--- config.mk ---
export PLATFORM = sky130hd
export DESIGN_NAME = uct_core
export DESIGN_NICKNAME = d
export VERILOG_FILES = /design/src/design/uct_pkg.sv /design/src/design/uct_edge_det.sv /design/src/design/uct_clk_sel.sv /design/src/design/uct_core.sv
export SDC_FILE = /design/constraint.sdc
export NUM_CORES = 1
export LEC_CHECK = 0
export BUFFER_PORTS_ARGS = -buffer_cell sky130_fd_sc_hd__buf_2
export CELL_PAD_IN_SITES_DETAIL_PLACEMENT = 2
export CELL_PAD_IN_SITES_GLOBAL_PLACEMENT = 2
export CORE_MARGIN = 8
export CORE_UTILIZATION = 42
export DETAILED_ROUTE_END_ITERATION = 10
export PLACE_DENSITY_LB_ADDON = 0.1
export SLEW_MARGIN = 30
export SYNTH_ARGS = -nofsm -noshare
export SYNTH_HDL_FRONTEND = slang
export SYNTH_SLANG_ARGS = --single-unit
--- constraint.sdc ---
create_clock -name clk -period 6.8 [get_ports clk]
set_clock_uncertainty 0.1 [all_clocks]
set_input_delay 1.02 -clock clk [delete_from_list [all_inputs] [get_ports clk]]
set_output_delay 1.02 -clock clk [all_outputs]
set_load 0.02 [all_outputs]
--- src/design/uct_pkg.sv ---
// package: register selects, field positions, reset values and carriers of the up-counter
package uct_pkg;
  localparam int unsigned CNT_W = 16;
  localparam int unsigned REG_W = 8;
  localparam int unsigned SEL_W = 4;
  // first control register, upper nibble belongs to this counter
  localparam int unsigned C1_RUN_BIT = 7;
  localparam int unsigned C1_OVF_BIT = 6;
  localparam int unsigned C1_ONESHOT_BIT = 5;
  // second control register
  localparam int unsigned C2_WIDTH_BIT = 0;
  // prescaler mode register, upper nibble picks the count clock
  localparam int unsigned PRM_SEL_LSB = 4;
  localparam logic [SEL_W-1:0] CLK_SEL_EXT = 4'h7;
  // capture/compare control bits
  localparam int unsigned CCC_CLR_C_BIT = 5;
  localparam int unsigned CCC_CLR_B_BIT = 3;
  localparam int unsigned CCC_CAP_B_BIT = 2;
  // output control register, upper nibble drives this counter's pins
  localparam int unsigned TOC_EN_B_BIT = 7;
  localparam int unsigned TOC_LVL_B_BIT = 6;
  localparam int unsigned TOC_EN_A_BIT = 5;
  localparam int unsigned TOC_LVL_A_BIT = 4;
  // reset values
  localparam logic [REG_W-1:0] C1_RST = 8'h00;
  localparam logic [REG_W-1:0] C2_RST = 8'h00;
  localparam logic [REG_W-1:0] PRM_RST = 8'h11;
  localparam logic [REG_W-1:0] CCC_RST = 8'h10;
  localparam logic [REG_W-1:0] TOC_RST = 8'h00;
  localparam logic [CNT_W-1:0] CNT_ZERO = 16'h0000;
  localparam logic [CNT_W-1:0] CNT_ONE = 16'h0001;
  localparam logic [CNT_W-1:0] FULL_8 = 16'h00FF;
  localparam logic [CNT_W-1:0] FULL_16 = 16'hFFFF;

  typedef enum logic [1:0] {EDGE_FALL, EDGE_RISE, EDGE_BOTH, EDGE_NONE} uct_edge_e;

  typedef enum logic [3:0] {SEL_CTRL1, SEL_CTRL2, SEL_PRM, SEL_CCC, SEL_TOC,
                            SEL_CMP_A, SEL_CCR_B, SEL_CAP_C, SEL_COUNT} uct_sel_e;

  // one software register write, 8-bit registers take the low byte
  typedef struct packed {
    logic en;
    uct_sel_e sel;
    logic [CNT_W-1:0] data;
  } uct_wr_s;

  // timer pins and pulses toward the output control and interrupt logic
  typedef struct packed {
    logic timer_out_a;
    logic timer_out_b;
    logic match_a_irq;
    logic match_b_irq;
    logic ovf_pulse;
    logic evt_irq;
    logic cap_irq;
  } uct_evt_s;
endpackage

--- src/design/uct_edge_det.sv ---
// two-flop synchroniser and valid-edge detector for one event pin
`timescale 1ns/10ps
module uct_edge_det
  import uct_pkg::*;
(
  input wire logic clk,
  input wire logic arst_n,
  input wire logic pin,
  input wire uct_pkg::uct_edge_e mode,
  output logic edge_pulse
);
  typedef struct packed {
    logic sync1;
    logic sync2;
    logic prev;
    logic edge_p;
  } uct_ed_s;

  uct_ed_s q;
  uct_ed_s n;

  // only sync2 looks at sync1, the detector works on sync2 and prev
  always_comb
  begin
    n = q;
    n.sync1 = pin;
    n.sync2 = q.sync1;
    n.prev = q.sync2;
    case (mode)
      EDGE_RISE: n.edge_p = q.sync2 & ~q.prev;
      EDGE_FALL: n.edge_p = ~q.sync2 & q.prev;
      EDGE_BOTH: n.edge_p = q.sync2 ^ q.prev;
      default: n.edge_p = 1'b0;
    endcase
  end

  always_ff @(posedge clk or negedge arst_n)
  begin
    if (!arst_n)
      q <= '0;
    else
      q <= n;
  end

  assign edge_pulse = q.edge_p;
endmodule

--- src/design/uct_clk_sel.sv ---
// prescaler and selector: one-cycle count-clock enable from divider or event edge
`timescale 1ns/10ps
module uct_clk_sel
  import uct_pkg::*;
#(
  parameter int unsigned DIV_W = 8
)
(
  input wire logic clk,
  input wire logic arst_n,
  input wire logic [uct_pkg::SEL_W-1:0] sel,
  input wire logic ext_edge,
  output logic tick
);
  typedef struct packed {
    logic [DIV_W-1:0] div;
    logic tick;
  } uct_cs_s;

  uct_cs_s q;
  uct_cs_s n;

  // low sel+1 bits set: the divider hits all-ones once per 2^(sel+1) cycles
  function automatic logic [DIV_W-1:0] div_mask(input logic [SEL_W-1:0] s);
    logic [DIV_W-1:0] m;
    m = '0;
    for (int i = 0; i < DIV_W; i++)
      m[i] = (i <= int'(s));
    return m;
  endfunction

  // codes past the divider width, other than the external select, give no clock, the counter just stands
  always_comb
  begin
    n = q;
    n.div = q.div + {{(DIV_W-1){1'b0}}, 1'b1};
    if (sel == CLK_SEL_EXT)
      n.tick = ext_edge;
    else if (int'(sel) < DIV_W)
      n.tick = ((q.div & div_mask(sel)) == div_mask(sel));
    else
      n.tick = 1'b0;
  end

  always_ff @(posedge clk or negedge arst_n)
  begin
    if (!arst_n)
      q <= '0;
    else
      q <= n;
  end

  assign tick = q.tick;
endmodule

--- src/design/uct_core.sv ---
// up-counter core: control registers, count, compare, capture and timer pins
// Summary of operation
// RL1: width-select bit of second control register picks 8-bit or 16-bit counting.
// RL2: counter adds one per count clock chosen by prescaler upper nibble.
// RL3: run bit set from zero loads zero on first count clock, then counts.
// RL4: run bit cleared zeroes the counter at once and stops capture and match.
// RL5: writing one to an already set run bit changes nothing.
// RL6: count clock at all-ones wraps to zero, sets overflow, pulses overflow out.
// RL7: overflow flag is cleared only by software writes.
// RL8: chip reset zeroes the counter and stops counting.
// RL9: output control register is 8-bit read/write, resets to zero.
// RL10: only the upper nibble of output control drives this timer's pins.
// RL11: enabled clear source holds the count, zero on next count clock.
// RL12: capture clear shows N plus one for a moment before zero.
// RL13: restart after stop always begins counting from zero.
// RL14: selecting external clock alone turns the counter into an event counter.
// RL15: event pin levels last four clocks, rate at most clock over eight.
// RL16: event pin edges give an interrupt pulse and a count clock together.
// RL17: one-shot select bit in first control register enables one-shot mode.
// RL18: one-shot full count sets overflow and holds all-ones.
// RL19: one-shot overflow cleared by software zeroes counter, counting resumes.
// RL20: one-shot compare equality raises the compare interrupt.
// RL21: in 16-bit width counter, compare and capture registers are 16 bits.
// RL22: disabled output pin drives the level given by its active-level bit.
// RL23: chip reset clears the first control register.
// RL24: every count clock is a one-cycle enable pulse on the system clock.
`timescale 1ns/10ps
module uct_core
  import uct_pkg::*;
#(
  parameter int unsigned DIV_W = 8
)
(
  input wire logic clk,
  input wire logic arst_n,
  input wire uct_pkg::uct_wr_s wr,
  input wire uct_pkg::uct_sel_e rd_sel,
  input wire logic event_count_input,
  input wire logic capture_irq_input,
  input wire uct_pkg::uct_edge_e evt_edge_mode,
  input wire uct_pkg::uct_edge_e cap_edge_mode,
  output logic [uct_pkg::CNT_W-1:0] rd_data,
  output logic [uct_pkg::CNT_W-1:0] wide_up_counter,
  output logic overflow_flag,
  output uct_pkg::uct_evt_s evt
);
  import uct_pkg::*;

  typedef enum logic [2:0] {ST_IDLE, ST_ARM, ST_RUN, ST_HALT, ST_BLIP} uct_phase_e;

  typedef struct packed {
    uct_phase_e phase;
    logic [REG_W-1:0] ctrl1;
    logic [REG_W-1:0] ctrl2;
    logic [REG_W-1:0] prm;
    logic [REG_W-1:0] ccc;
    logic [REG_W-1:0] timer_output_control;
    logic [CNT_W-1:0] cnt;
    logic [CNT_W-1:0] cmp_a;
    logic [CNT_W-1:0] ccr_b;
    logic [CNT_W-1:0] cap_c;
    logic clr_pend;
    logic clr_cap;
    logic upd;
    logic tog_a;
    logic tog_b;
    logic [CNT_W-1:0] rd;
    uct_evt_s ev;
  } uct_state_s;

  localparam uct_state_s RST_VAL = '{phase: ST_IDLE, ctrl1: C1_RST, ctrl2: C2_RST,
                                     prm: PRM_RST, ccc: CCC_RST, timer_output_control: TOC_RST,
                                     cnt: CNT_ZERO, cmp_a: CNT_ZERO, ccr_b: CNT_ZERO,
                                     cap_c: CNT_ZERO, rd: CNT_ZERO, default: '0};

  uct_state_s q;
  uct_state_s n;
  logic tick;
  logic evt_edge;
  logic cap_edge;
  logic wr_c1;
  logic run_set;
  logic run_clr;
  logic ovf_clr;
  logic oneshot;
  logic wide;
  logic running;
  logic [CNT_W-1:0] full;

  // all-ones of the current width
  function automatic logic [CNT_W-1:0] full_val(input logic w);
    return w ? FULL_16 : FULL_8;
  endfunction

  // compare on the active width only, upper byte ignored in 8-bit mode
  function automatic logic same(input logic [CNT_W-1:0] a, input logic [CNT_W-1:0] b,
                                input logic w);
    return ((a ^ b) & full_val(w)) == CNT_ZERO;
  endfunction

  // event pin feeds both the interrupt pulse and the external count clock
  uct_edge_det u_evt_edge (
    .clk(clk),
    .arst_n(arst_n),
    .pin(event_count_input),
    .mode(evt_edge_mode),
    .edge_pulse(evt_edge)
  );

  uct_edge_det u_cap_edge (
    .clk(clk),
    .arst_n(arst_n),
    .pin(capture_irq_input),
    .mode(cap_edge_mode),
    .edge_pulse(cap_edge)
  );

  // count clock arrives as a single-cycle enable
  uct_clk_sel #(.DIV_W(DIV_W)) u_clk_sel (
    .clk(clk),
    .arst_n(arst_n),
    .sel(q.prm[PRM_SEL_LSB +: SEL_W]), // RL2 RL14
    .ext_edge(evt_edge),
    .tick(tick) // RL24
  );

  // software control strobes, decoded from the write carrier
  assign wr_c1 = wr.en && (wr.sel == SEL_CTRL1);
  assign run_set = wr_c1 && wr.data[C1_RUN_BIT] && !q.ctrl1[C1_RUN_BIT]; // RL5
  assign run_clr = wr_c1 && !wr.data[C1_RUN_BIT] && q.ctrl1[C1_RUN_BIT];
  assign ovf_clr = wr_c1 && !wr.data[C1_OVF_BIT] && q.ctrl1[C1_OVF_BIT];
  assign oneshot = q.ctrl1[C1_ONESHOT_BIT]; // RL17
  assign wide = q.ctrl2[C2_WIDTH_BIT]; // RL1 RL21
  assign running = (q.phase == ST_RUN) || (q.phase == ST_BLIP);
  assign full = full_val(wide);

  always_comb
  begin
    n = q;
    n.ev.match_a_irq = 1'b0;
    n.ev.match_b_irq = 1'b0;
    n.ev.ovf_pulse = 1'b0;
    n.ev.cap_irq = cap_edge;
    n.ev.evt_irq = evt_edge; // RL16
    n.upd = 1'b0;

    // register writes; the overflow bit can only be written to zero
    if (wr.en)
    begin
      case (wr.sel)
        SEL_CTRL1:
        begin
          n.ctrl1 = wr.data[REG_W-1:0];
          n.ctrl1[C1_OVF_BIT] = q.ctrl1[C1_OVF_BIT] & wr.data[C1_OVF_BIT]; // RL7
        end
        SEL_CTRL2: n.ctrl2 = wr.data[REG_W-1:0];
        SEL_PRM: n.prm = wr.data[REG_W-1:0];
        SEL_CCC: n.ccc = wr.data[REG_W-1:0];
        SEL_TOC: n.timer_output_control = wr.data[REG_W-1:0]; // RL9
        SEL_CMP_A: n.cmp_a = wr.data;
        SEL_CCR_B:
        begin
          // capture mode owns the register, software writes are dropped
          if (!q.ccc[CCC_CAP_B_BIT])
            n.ccr_b = wr.data;
        end
        default: n.cmp_a = n.cmp_a;
      endcase
    end

    // match pulses fire once when the count settles on the compare value
    if (running && q.upd && same(q.cnt, q.cmp_a, wide))
      n.ev.match_a_irq = 1'b1; // RL20
    if (running && q.upd && !q.ccc[CCC_CAP_B_BIT] && same(q.cnt, q.ccr_b, wide))
    begin
      n.ev.match_b_irq = 1'b1;
      if (q.ccc[CCC_CLR_B_BIT])
      begin
        n.clr_pend = 1'b1; // RL11
        n.clr_cap = 1'b0;
      end
    end
    if (q.phase == ST_HALT && q.upd && same(q.cnt, q.cmp_a, wide))
      n.ev.match_a_irq = 1'b1; // RL20

    // captures only while counting; clear follows the next count clock
    if (running && cap_edge)
    begin
      n.cap_c = q.cnt & full; // RL21
      if (q.ccc[CCC_CLR_C_BIT])
      begin
        n.clr_pend = 1'b1; // RL11
        n.clr_cap = 1'b1;
      end
    end
    if (running && evt_edge && q.ccc[CCC_CAP_B_BIT])
    begin
      n.ccr_b = q.cnt & full;
      if (q.ccc[CCC_CLR_B_BIT])
      begin
        n.clr_pend = 1'b1;
        n.clr_cap = 1'b1;
      end
    end

    // count sequencer
    case (q.phase)
      ST_IDLE:
      begin
        if (run_set)
          n.phase = ST_ARM; // RL13
      end
      ST_ARM:
      begin
        if (tick)
        begin
          n.cnt = CNT_ZERO; // RL3 RL13
          n.upd = 1'b1;
          n.phase = ST_RUN;
        end
      end
      ST_RUN:
      begin
        if (tick && q.clr_pend && q.clr_cap)
        begin
          // the capture clear steps through N+1 for one cycle
          n.cnt = (q.cnt + CNT_ONE) & full; // RL12
          n.upd = 1'b1;
          n.clr_pend = 1'b0;
          n.phase = ST_BLIP;
        end
        else if (tick && q.clr_pend)
        begin
          n.cnt = CNT_ZERO; // RL11
          n.upd = 1'b1;
          n.clr_pend = 1'b0;
        end
        else if (tick && oneshot)
        begin
          n.cnt = (q.cnt + CNT_ONE) & full; // RL2
          n.upd = 1'b1;
          if (((q.cnt + CNT_ONE) & full) == full)
          begin
            n.ctrl1[C1_OVF_BIT] = 1'b1; // RL18
            n.phase = ST_HALT;
          end
        end
        else if (tick && (q.cnt & full) == full)
        begin
          n.cnt = CNT_ZERO; // RL6
          n.upd = 1'b1;
          n.ctrl1[C1_OVF_BIT] = 1'b1; // RL6
          n.ev.ovf_pulse = 1'b1;
        end
        else if (tick)
        begin
          n.cnt = (q.cnt + CNT_ONE) & full; // RL2
          n.upd = 1'b1;
        end
      end
      ST_BLIP:
      begin
        n.cnt = CNT_ZERO; // RL12
        n.upd = 1'b1;
        n.phase = ST_RUN;
      end
      ST_HALT:
      begin
        // a halted one-shot waits for software to drop the overflow flag
        if (ovf_clr)
        begin
          n.cnt = CNT_ZERO; // RL19
          n.phase = ST_RUN;
        end
      end
      default: n.phase = ST_IDLE;
    endcase

    // stop wins over the sequencer's count, phase and pending clear and acts without a count clock
    if (run_clr)
    begin
      n.cnt = CNT_ZERO; // RL4
      n.clr_pend = 1'b0;
      n.clr_cap = 1'b0;
      n.phase = ST_IDLE;
    end
    if (!running && !run_clr)
      n.clr_pend = 1'b0;

    // output toggles on match; a disabled pin shows its level bit
    if (n.ev.match_a_irq)
      n.tog_a = ~q.tog_a;
    if (n.ev.match_b_irq)
      n.tog_b = ~q.tog_b;
    if (!q.timer_output_control[TOC_EN_A_BIT])
      n.tog_a = 1'b0;
    if (!q.timer_output_control[TOC_EN_B_BIT])
      n.tog_b = 1'b0;
    n.ev.timer_out_a = q.timer_output_control[TOC_LVL_A_BIT] ^ q.tog_a; // RL10 RL22
    n.ev.timer_out_b = q.timer_output_control[TOC_LVL_B_BIT] ^ q.tog_b; // RL10 RL22

    // read port, registered; 8-bit registers sit in the low byte
    case (rd_sel)
      SEL_CTRL1: n.rd = {{(CNT_W-REG_W){1'b0}}, q.ctrl1};
      SEL_CTRL2: n.rd = {{(CNT_W-REG_W){1'b0}}, q.ctrl2};
      SEL_PRM: n.rd = {{(CNT_W-REG_W){1'b0}}, q.prm};
      SEL_CCC: n.rd = {{(CNT_W-REG_W){1'b0}}, q.ccc};
      SEL_TOC: n.rd = {{(CNT_W-REG_W){1'b0}}, q.timer_output_control};
      SEL_CMP_A: n.rd = q.cmp_a & full;
      SEL_CCR_B: n.rd = q.ccr_b & full;
      SEL_CAP_C: n.rd = q.cap_c & full;
      SEL_COUNT: n.rd = q.cnt & full;
      default: n.rd = CNT_ZERO;
    endcase
  end

  // chip reset: counter zero, stopped, first and second control and output control registers cleared
  always_ff @(posedge clk or negedge arst_n)
  begin
    if (!arst_n)
      q <= RST_VAL; // RL8 RL23
    else
      q <= n;
  end

  assign rd_data = q.rd;
  assign wide_up_counter = q.cnt;
  assign overflow_flag = q.ctrl1[C1_OVF_BIT];
  assign evt = q.ev;
endmodule

After elaboration in Yosys (flattened, before gate mapping)
Index checks and enable logic that the tools add are counted.
{"block": "word_totals", "register_bits": 152, "inputBits": 33, "output_inout_bits": 40, "wordCells": 221}
{"block": "op_classes", "n_addsub": 2, "n_lt_le_gt_ge": 8, "eq_ne": 36, "muxes": 69, "bitwise_logic": 25, "reduce_logical": 47}
{"op": "two-way mux 16 bit", "n": 13}
{"op": "case mux 16 bit (9 select lines)", "n": 1}
{"op": "AND 16 bit", "n": 7}
{"op": "case mux 16 bit (4 select lines)", "n": 1}
{"op": "two-way mux 39 bit", "n": 1}
{"op": "== test 16 bit", "n": 2}
{"op": "== test 4 x 3 -> 1 bit (second input constant)", "n": 8}
{"op": "logical NOT 16 bit", "n": 2}
{"op": "two-way mux 8 bit", "n": 4}
{"op": "XOR 16 bit", "n": 2}
{"op": "two-way mux 1 bit", "n": 29}
{"op": "two-way mux 3 bit", "n": 8}
{"op": "logical AND 1 bit", "n": 21}
{"op": "adder 16 x 1 -> 16 bit (second input constant)", "n": 1}
{"op": "== test 4 x 2 -> 1 bit (second input constant)", "n": 4}
{"op": "less-or-equal comparator 3 x 4 -> 1 bit (first input constant)", "n": 4}
{"op": "case mux 3 bit (5 select lines)", "n": 1}
{"op": "two-way mux 2 bit", "n": 7}
{"op": "AND reduction 2 bit", "n": 6}
{"op": "case mux 1 bit (3 select lines)", "n": 3}
{"op": "adder 8 x 1 -> 8 bit (second input constant)", "n": 1}
{"op": "AND 8 bit", "n": 1}
{"op": "== test 4 x 1 -> 1 bit (second input constant)", "n": 2}
{"op": "== test 8 bit", "n": 1}
{"op": "other kinds (29)", "n": 57}

Longest topological paths before layout
{"block": "logic_depth", "ltp_word": 15, "mapped_depth": 8, "ltp_nobuf": 7}

Hierarchy
From an unflattened synthesis, not the netlist that was laid out.
{"block": "hier_totals", "cells_unflattened": 797, "area_unflattened_um2": 8146.6}
{"module": "uct_core", "n_inst": 1, "cells_each": 743, "area_each_um2": 7468.4, "seq_area_each_um2": 3382.0}
{"module": "uct_clk_sel", "n_inst": 1, "cells_each": 32, "area_each_um2": 367.9, "seq_area_each_um2": 200.2}
{"module": "uct_edge_det", "n_inst": 2, "cells_each": 11, "area_each_um2": 155.1, "seq_area_each_um2": 100.1}

Worst setup path before layout
Ideal clock, no wire load.
{"block": "synth_timing", "kind": "input port to flip-flop", "start": "input wr[19] (netlist bit)", "end": "register q (netlist bit wide_up_counter[15])", "setup_ns": 0.092, "t_arrival_ns": 2.558, "required_ns": 6.608, "path_slack_ns": 4.050, "path_stages": 7, "n_path_buf": 1, "cell_sequence": "nor3b_4 > nand2_2 > o31ai_2 > a21oi_2 > or3_1 > buf_6 > o31ai_2"}
{"block": "synth_between", "elab_chain_cells": 6, "word_cells_on_any_way": 12, "cone_classes": "eq/ne: 3; mux: 1; reduce/logical: 8"}
{"element": "start, declared", "line": "uct_core.sv:36", "source": "input wire uct_pkg::uct_wr_s wr,"}
{"element": "logical NOT 4 bit (*)", "line": "uct_core.sv:128", "source": "assign wr_c1 = wr.en && (wr.sel == SEL_CTRL1);"}
{"element": "logical AND 1 bit (*)", "line": "uct_core.sv:128"}
{"element": "logical AND 1 bit, on equally long branches (2 in series)", "line": "uct_core.sv:130, uct_core.sv:131"}
{"element": "!= test 7 x 2 -> 1 bit (no source line) (tied with other cells)"}
{"element": "AND reduction 4 bit (no source line)"}
{"element": "end signal, assigned", "line": "uct_core.sv:323", "source": "q <= n;"}
{"element": "end, declared", "line": "uct_core.sv:76", "source": "uct_state_s q;"}
Every way passes the cells marked *; elsewhere a longest branch is shown, timed or not.
A chain may end at the register's enable or synchronous reset.

Worst setup path after layout
Same ends and word-level chain as after synthesis.

==> reports/qor.csv <==
stage;metric;value;unit
cts;cts-resized-gates;0;
route;via_per_inst;5.97;
floorplan;start_util;42.5;%
grt;grt_pass1_vias;6912;
synthesis;postSynthAreaPerCell;10.5;um^2
final_layout;regArea;3780;um^2
sta;setup_tns;0;ns
critical_path;crit_family;simple AND/OR/NAND/NOR gates;
critical_path;cp_data_arrival_time;3.44;ns
synthesis;synthDistinctLibCells;66;
critical_path;critPathSlowestCell;or3_1;
run;maxCapViolations;0;
synthesis;synth.area.top_cells;dfrtp_1 (47%), mux2_2 (8.2%), nand2_1 (4.0%);
cts;holdBufCountCts;0;
grt;overflow;0;
synthesis;syn-cell-area;7860;um^2
grt;grt_first_pass_wirelength;39900;um
sta;setup_viol_count_final;0;
outcome;status;finished, final reports clean;
critical_path;crit_buf_inv;1;
synthesis;synth-edff-count;0;
synthesis;synth_largest_area_cell;dfrtp_1;
sta;tightestPinTransition;0.899;ns
synthesis;ys_seq_area_share;48.1;%
place;port_buffers;72;
critical_path;cp-start-kind;input port;
cts;h-tree-depth;4;
cts;post_cts_buffers;0;
sta;hold_violations;0;
critical_path;end_kind;flop;
floorplan;die_area;23400;um^2
sta;fin_ws;3.60;ns
synthesis;synth_top_area_share;47.1;%
final_layout;antenna_cells;0;
sta;fmax;0.312;GHz
route;wl_per_cell;24.9;um
critical_path;cp_slowest_stage_delay;0.61;ns
synthesis;netlist_instances;748;
floorplan;die_h;153;um
cts;cts_buffer_depth;2;
power;powerDensity;318;nW/um^2
route;via_count;5978;
final_layout;area_growth;10.1;%
critical_path;path_cells;buf_2 -> nor3b_4 -> nand2_2 -> nor3b_2 -> a21oi_2 -> or3_1 -> o31ai_2;
final_layout;final_nets;794;
synthesis;ys_ff_latch;151;
critical_path;path_class;in -> reg;
critical_path;critPathRequiredTime;7.04;ns
floorplan;io_pins;73;
synthesis;yosys_warnings;0;
cts;root_buffer;clkbuf_16;
cts;insertion_delay;0.44;ns
cts;cts_num_sinks;151;
synthesis;synth_nets;788;
sta;post-route-period-util;47.1;%
final_layout;fillers;1918;
cts;tritoncts;done;
floorplan;row_count;50;
route;remaining_drc_errors;0;
sta;period_needed;3.20;ns
critical_path;worst-path-max-fanout;18;
hold_path;hp-class;reg -> reg;
cts;numCtsBuffers;17;
cts;clk_pin_slew;0.07;ns
synthesis;ys_async_sr_fraction;100;%
place;place_hpwl;17300;um
sta;slew_headroom;40.1;%
sta;drv_slew;0;
floorplan;die_x;153;um
grt;grtUsageTotal;22.1;%
final_layout;drive_gt1_share;25.4;%
sta;rsz0062_at_grt;false;
grt;antenna_found_initial;0;
floorplan;core;18500;um^2
route;antenna_left;0;
route;drt_iter0_drc;303;
power;peakVddDrop;200;uV
place;dp_slack;3.16;ns
synthesis;synth_flop_cell;dfrtp_1;
route;drt_wl_total;25000;um
place;gp_congestion;0.802;
route;firstDrtPassIters;6;
grt;grt_max_degree;88;
power;leakagePower;3.94;nW
final_layout;multi_input_area;3480;um^2
-- Yosys cell counts (all sizes together), types with 12 or more instances --
library cell and instances:
a21oi 34, a222oi 16, a22oi 18, buf 52
clkbuf 40, dfrtp 148, inv 24, mux2 57
mux2i 17, nand2 85, nand3 20, nor2 12
nor3 12, o211ai 19, o21ai 47, o31ai 13
xnor2 21, xor2 22
-- layout by cell type (no fill, tap or decap), drive strengths merged, types with 20 or more instances in the layout --
cell,n
dfrtp,148
nand2,85
buf,79
mux2,57
o21ai,47
a21oi,34
inv,30
xor2,22
xnor2,21
nand3,20
-- logic make-up after synthesis --
family,synth area share [%]
buf+inv,7.75
mux,10.3
fa+ha+maj,1.11
xor+xnor,4.79
flops,48.1
compound gates,14.7
simple gates,13.2
-- power by group --
part | switching, mW | total, mW | internal [mW] | leakage, nW
sequential | 0.172 | 1.22 | 1.05 | 1.94
clock | 0.418 | 0.967 | 0.550 | 0.288
combinational | 0.331 | 0.564 | 0.233 | 1.71
total | 0.921 | 2.75 | 1.83 | 3.94
-- worst register-to-register path: cells and delay by family (launching register included) --
| kind | cells | cell delay [ns] |
|---|---|---|
| and+or+nand+nor | 4 | 1.74 |
| DFF | 1 | 0.67 |
| adders and majority gates | 1 | 0.34 |
| AOI/OAI and AO/OA | 1 | 0.15 |
-- path summary, 6_finish.rpt --
kind	start	endpoint	slack (ns)	cells past startpoint
max	wr[19]	wide_up_counter[15]$_DFFE_PN0P_	3.60	7
min	u_cap_edge.n[2]$_DFF_PN0_	u_cap_edge.n[1]$_DFF_PN0_	0.25	0
max reg2reg	wide_up_counter[1]$_DFFE_PN0P_	wide_up_counter[12]$_DFFE_PN0P_	3.67	6
min reg2reg	u_cap_edge.n[2]$_DFF_PN0_	u_cap_edge.n[1]$_DFF_PN0_	0.25	0
max in group asynchronous	arst_n	wide_up_counter[2]$_DFFE_PN0P_	4.60	2
min in group asynchronous	arst_n	rd_data[9]$_DFF_PN0_	0.55	1
-- metrics by stage --
step / cell area, um^2 / cells / power, mW / hold slack (ns) / util [%]
finish: 8660 / 1001 / 2.75 / 0.251 / 46.7
global route: 8660 / 1001 / 2.89 / 0.272 / 46.7
CTS: 8660 / 1001 / 2.78 / 0.254 / 46.7
detailed placement: 8060 / 969 / 1.80 / 0.238 / 43.5
global placement: 8060 / 969 / 1.75 / 0.233 / 43.5
floorplan: 7860 / 748 / 1.60 / 0.231 / -
-- cell type report --
type | instances | share of cell area (%)
Tap cell | 234 | 3.38
Clock buffer | 17 | 4.91
Clock inverter | 15 | 1.95
Multi-Input combinational cell | 481 | 40.2
Sequential cell | 151 | 43.7
Timing Repair Buffer | 79 | 4.84
Inverter | 24 | 1.04
-- state kept, by name, indices dropped and copies added (netlist names), 2 cells and up --
| signal | cells |
|---|---|
| rd_data | 16 |
| q | 94 |
| u_clk_sel.q | 7 |
| u_cap_edge.n | 2 |
| wide_up_counter | 16 |
| evt | 7 |
| u_evt_edge.n | 2 |
-- routing by layer --
metal	wire [um]	GRT usage, %
met1	10400	25.8
met2	12900	38.5
met3	932	4.40
met4	766	10.0
met5	0	0
(Power assumes the default switching activity.)
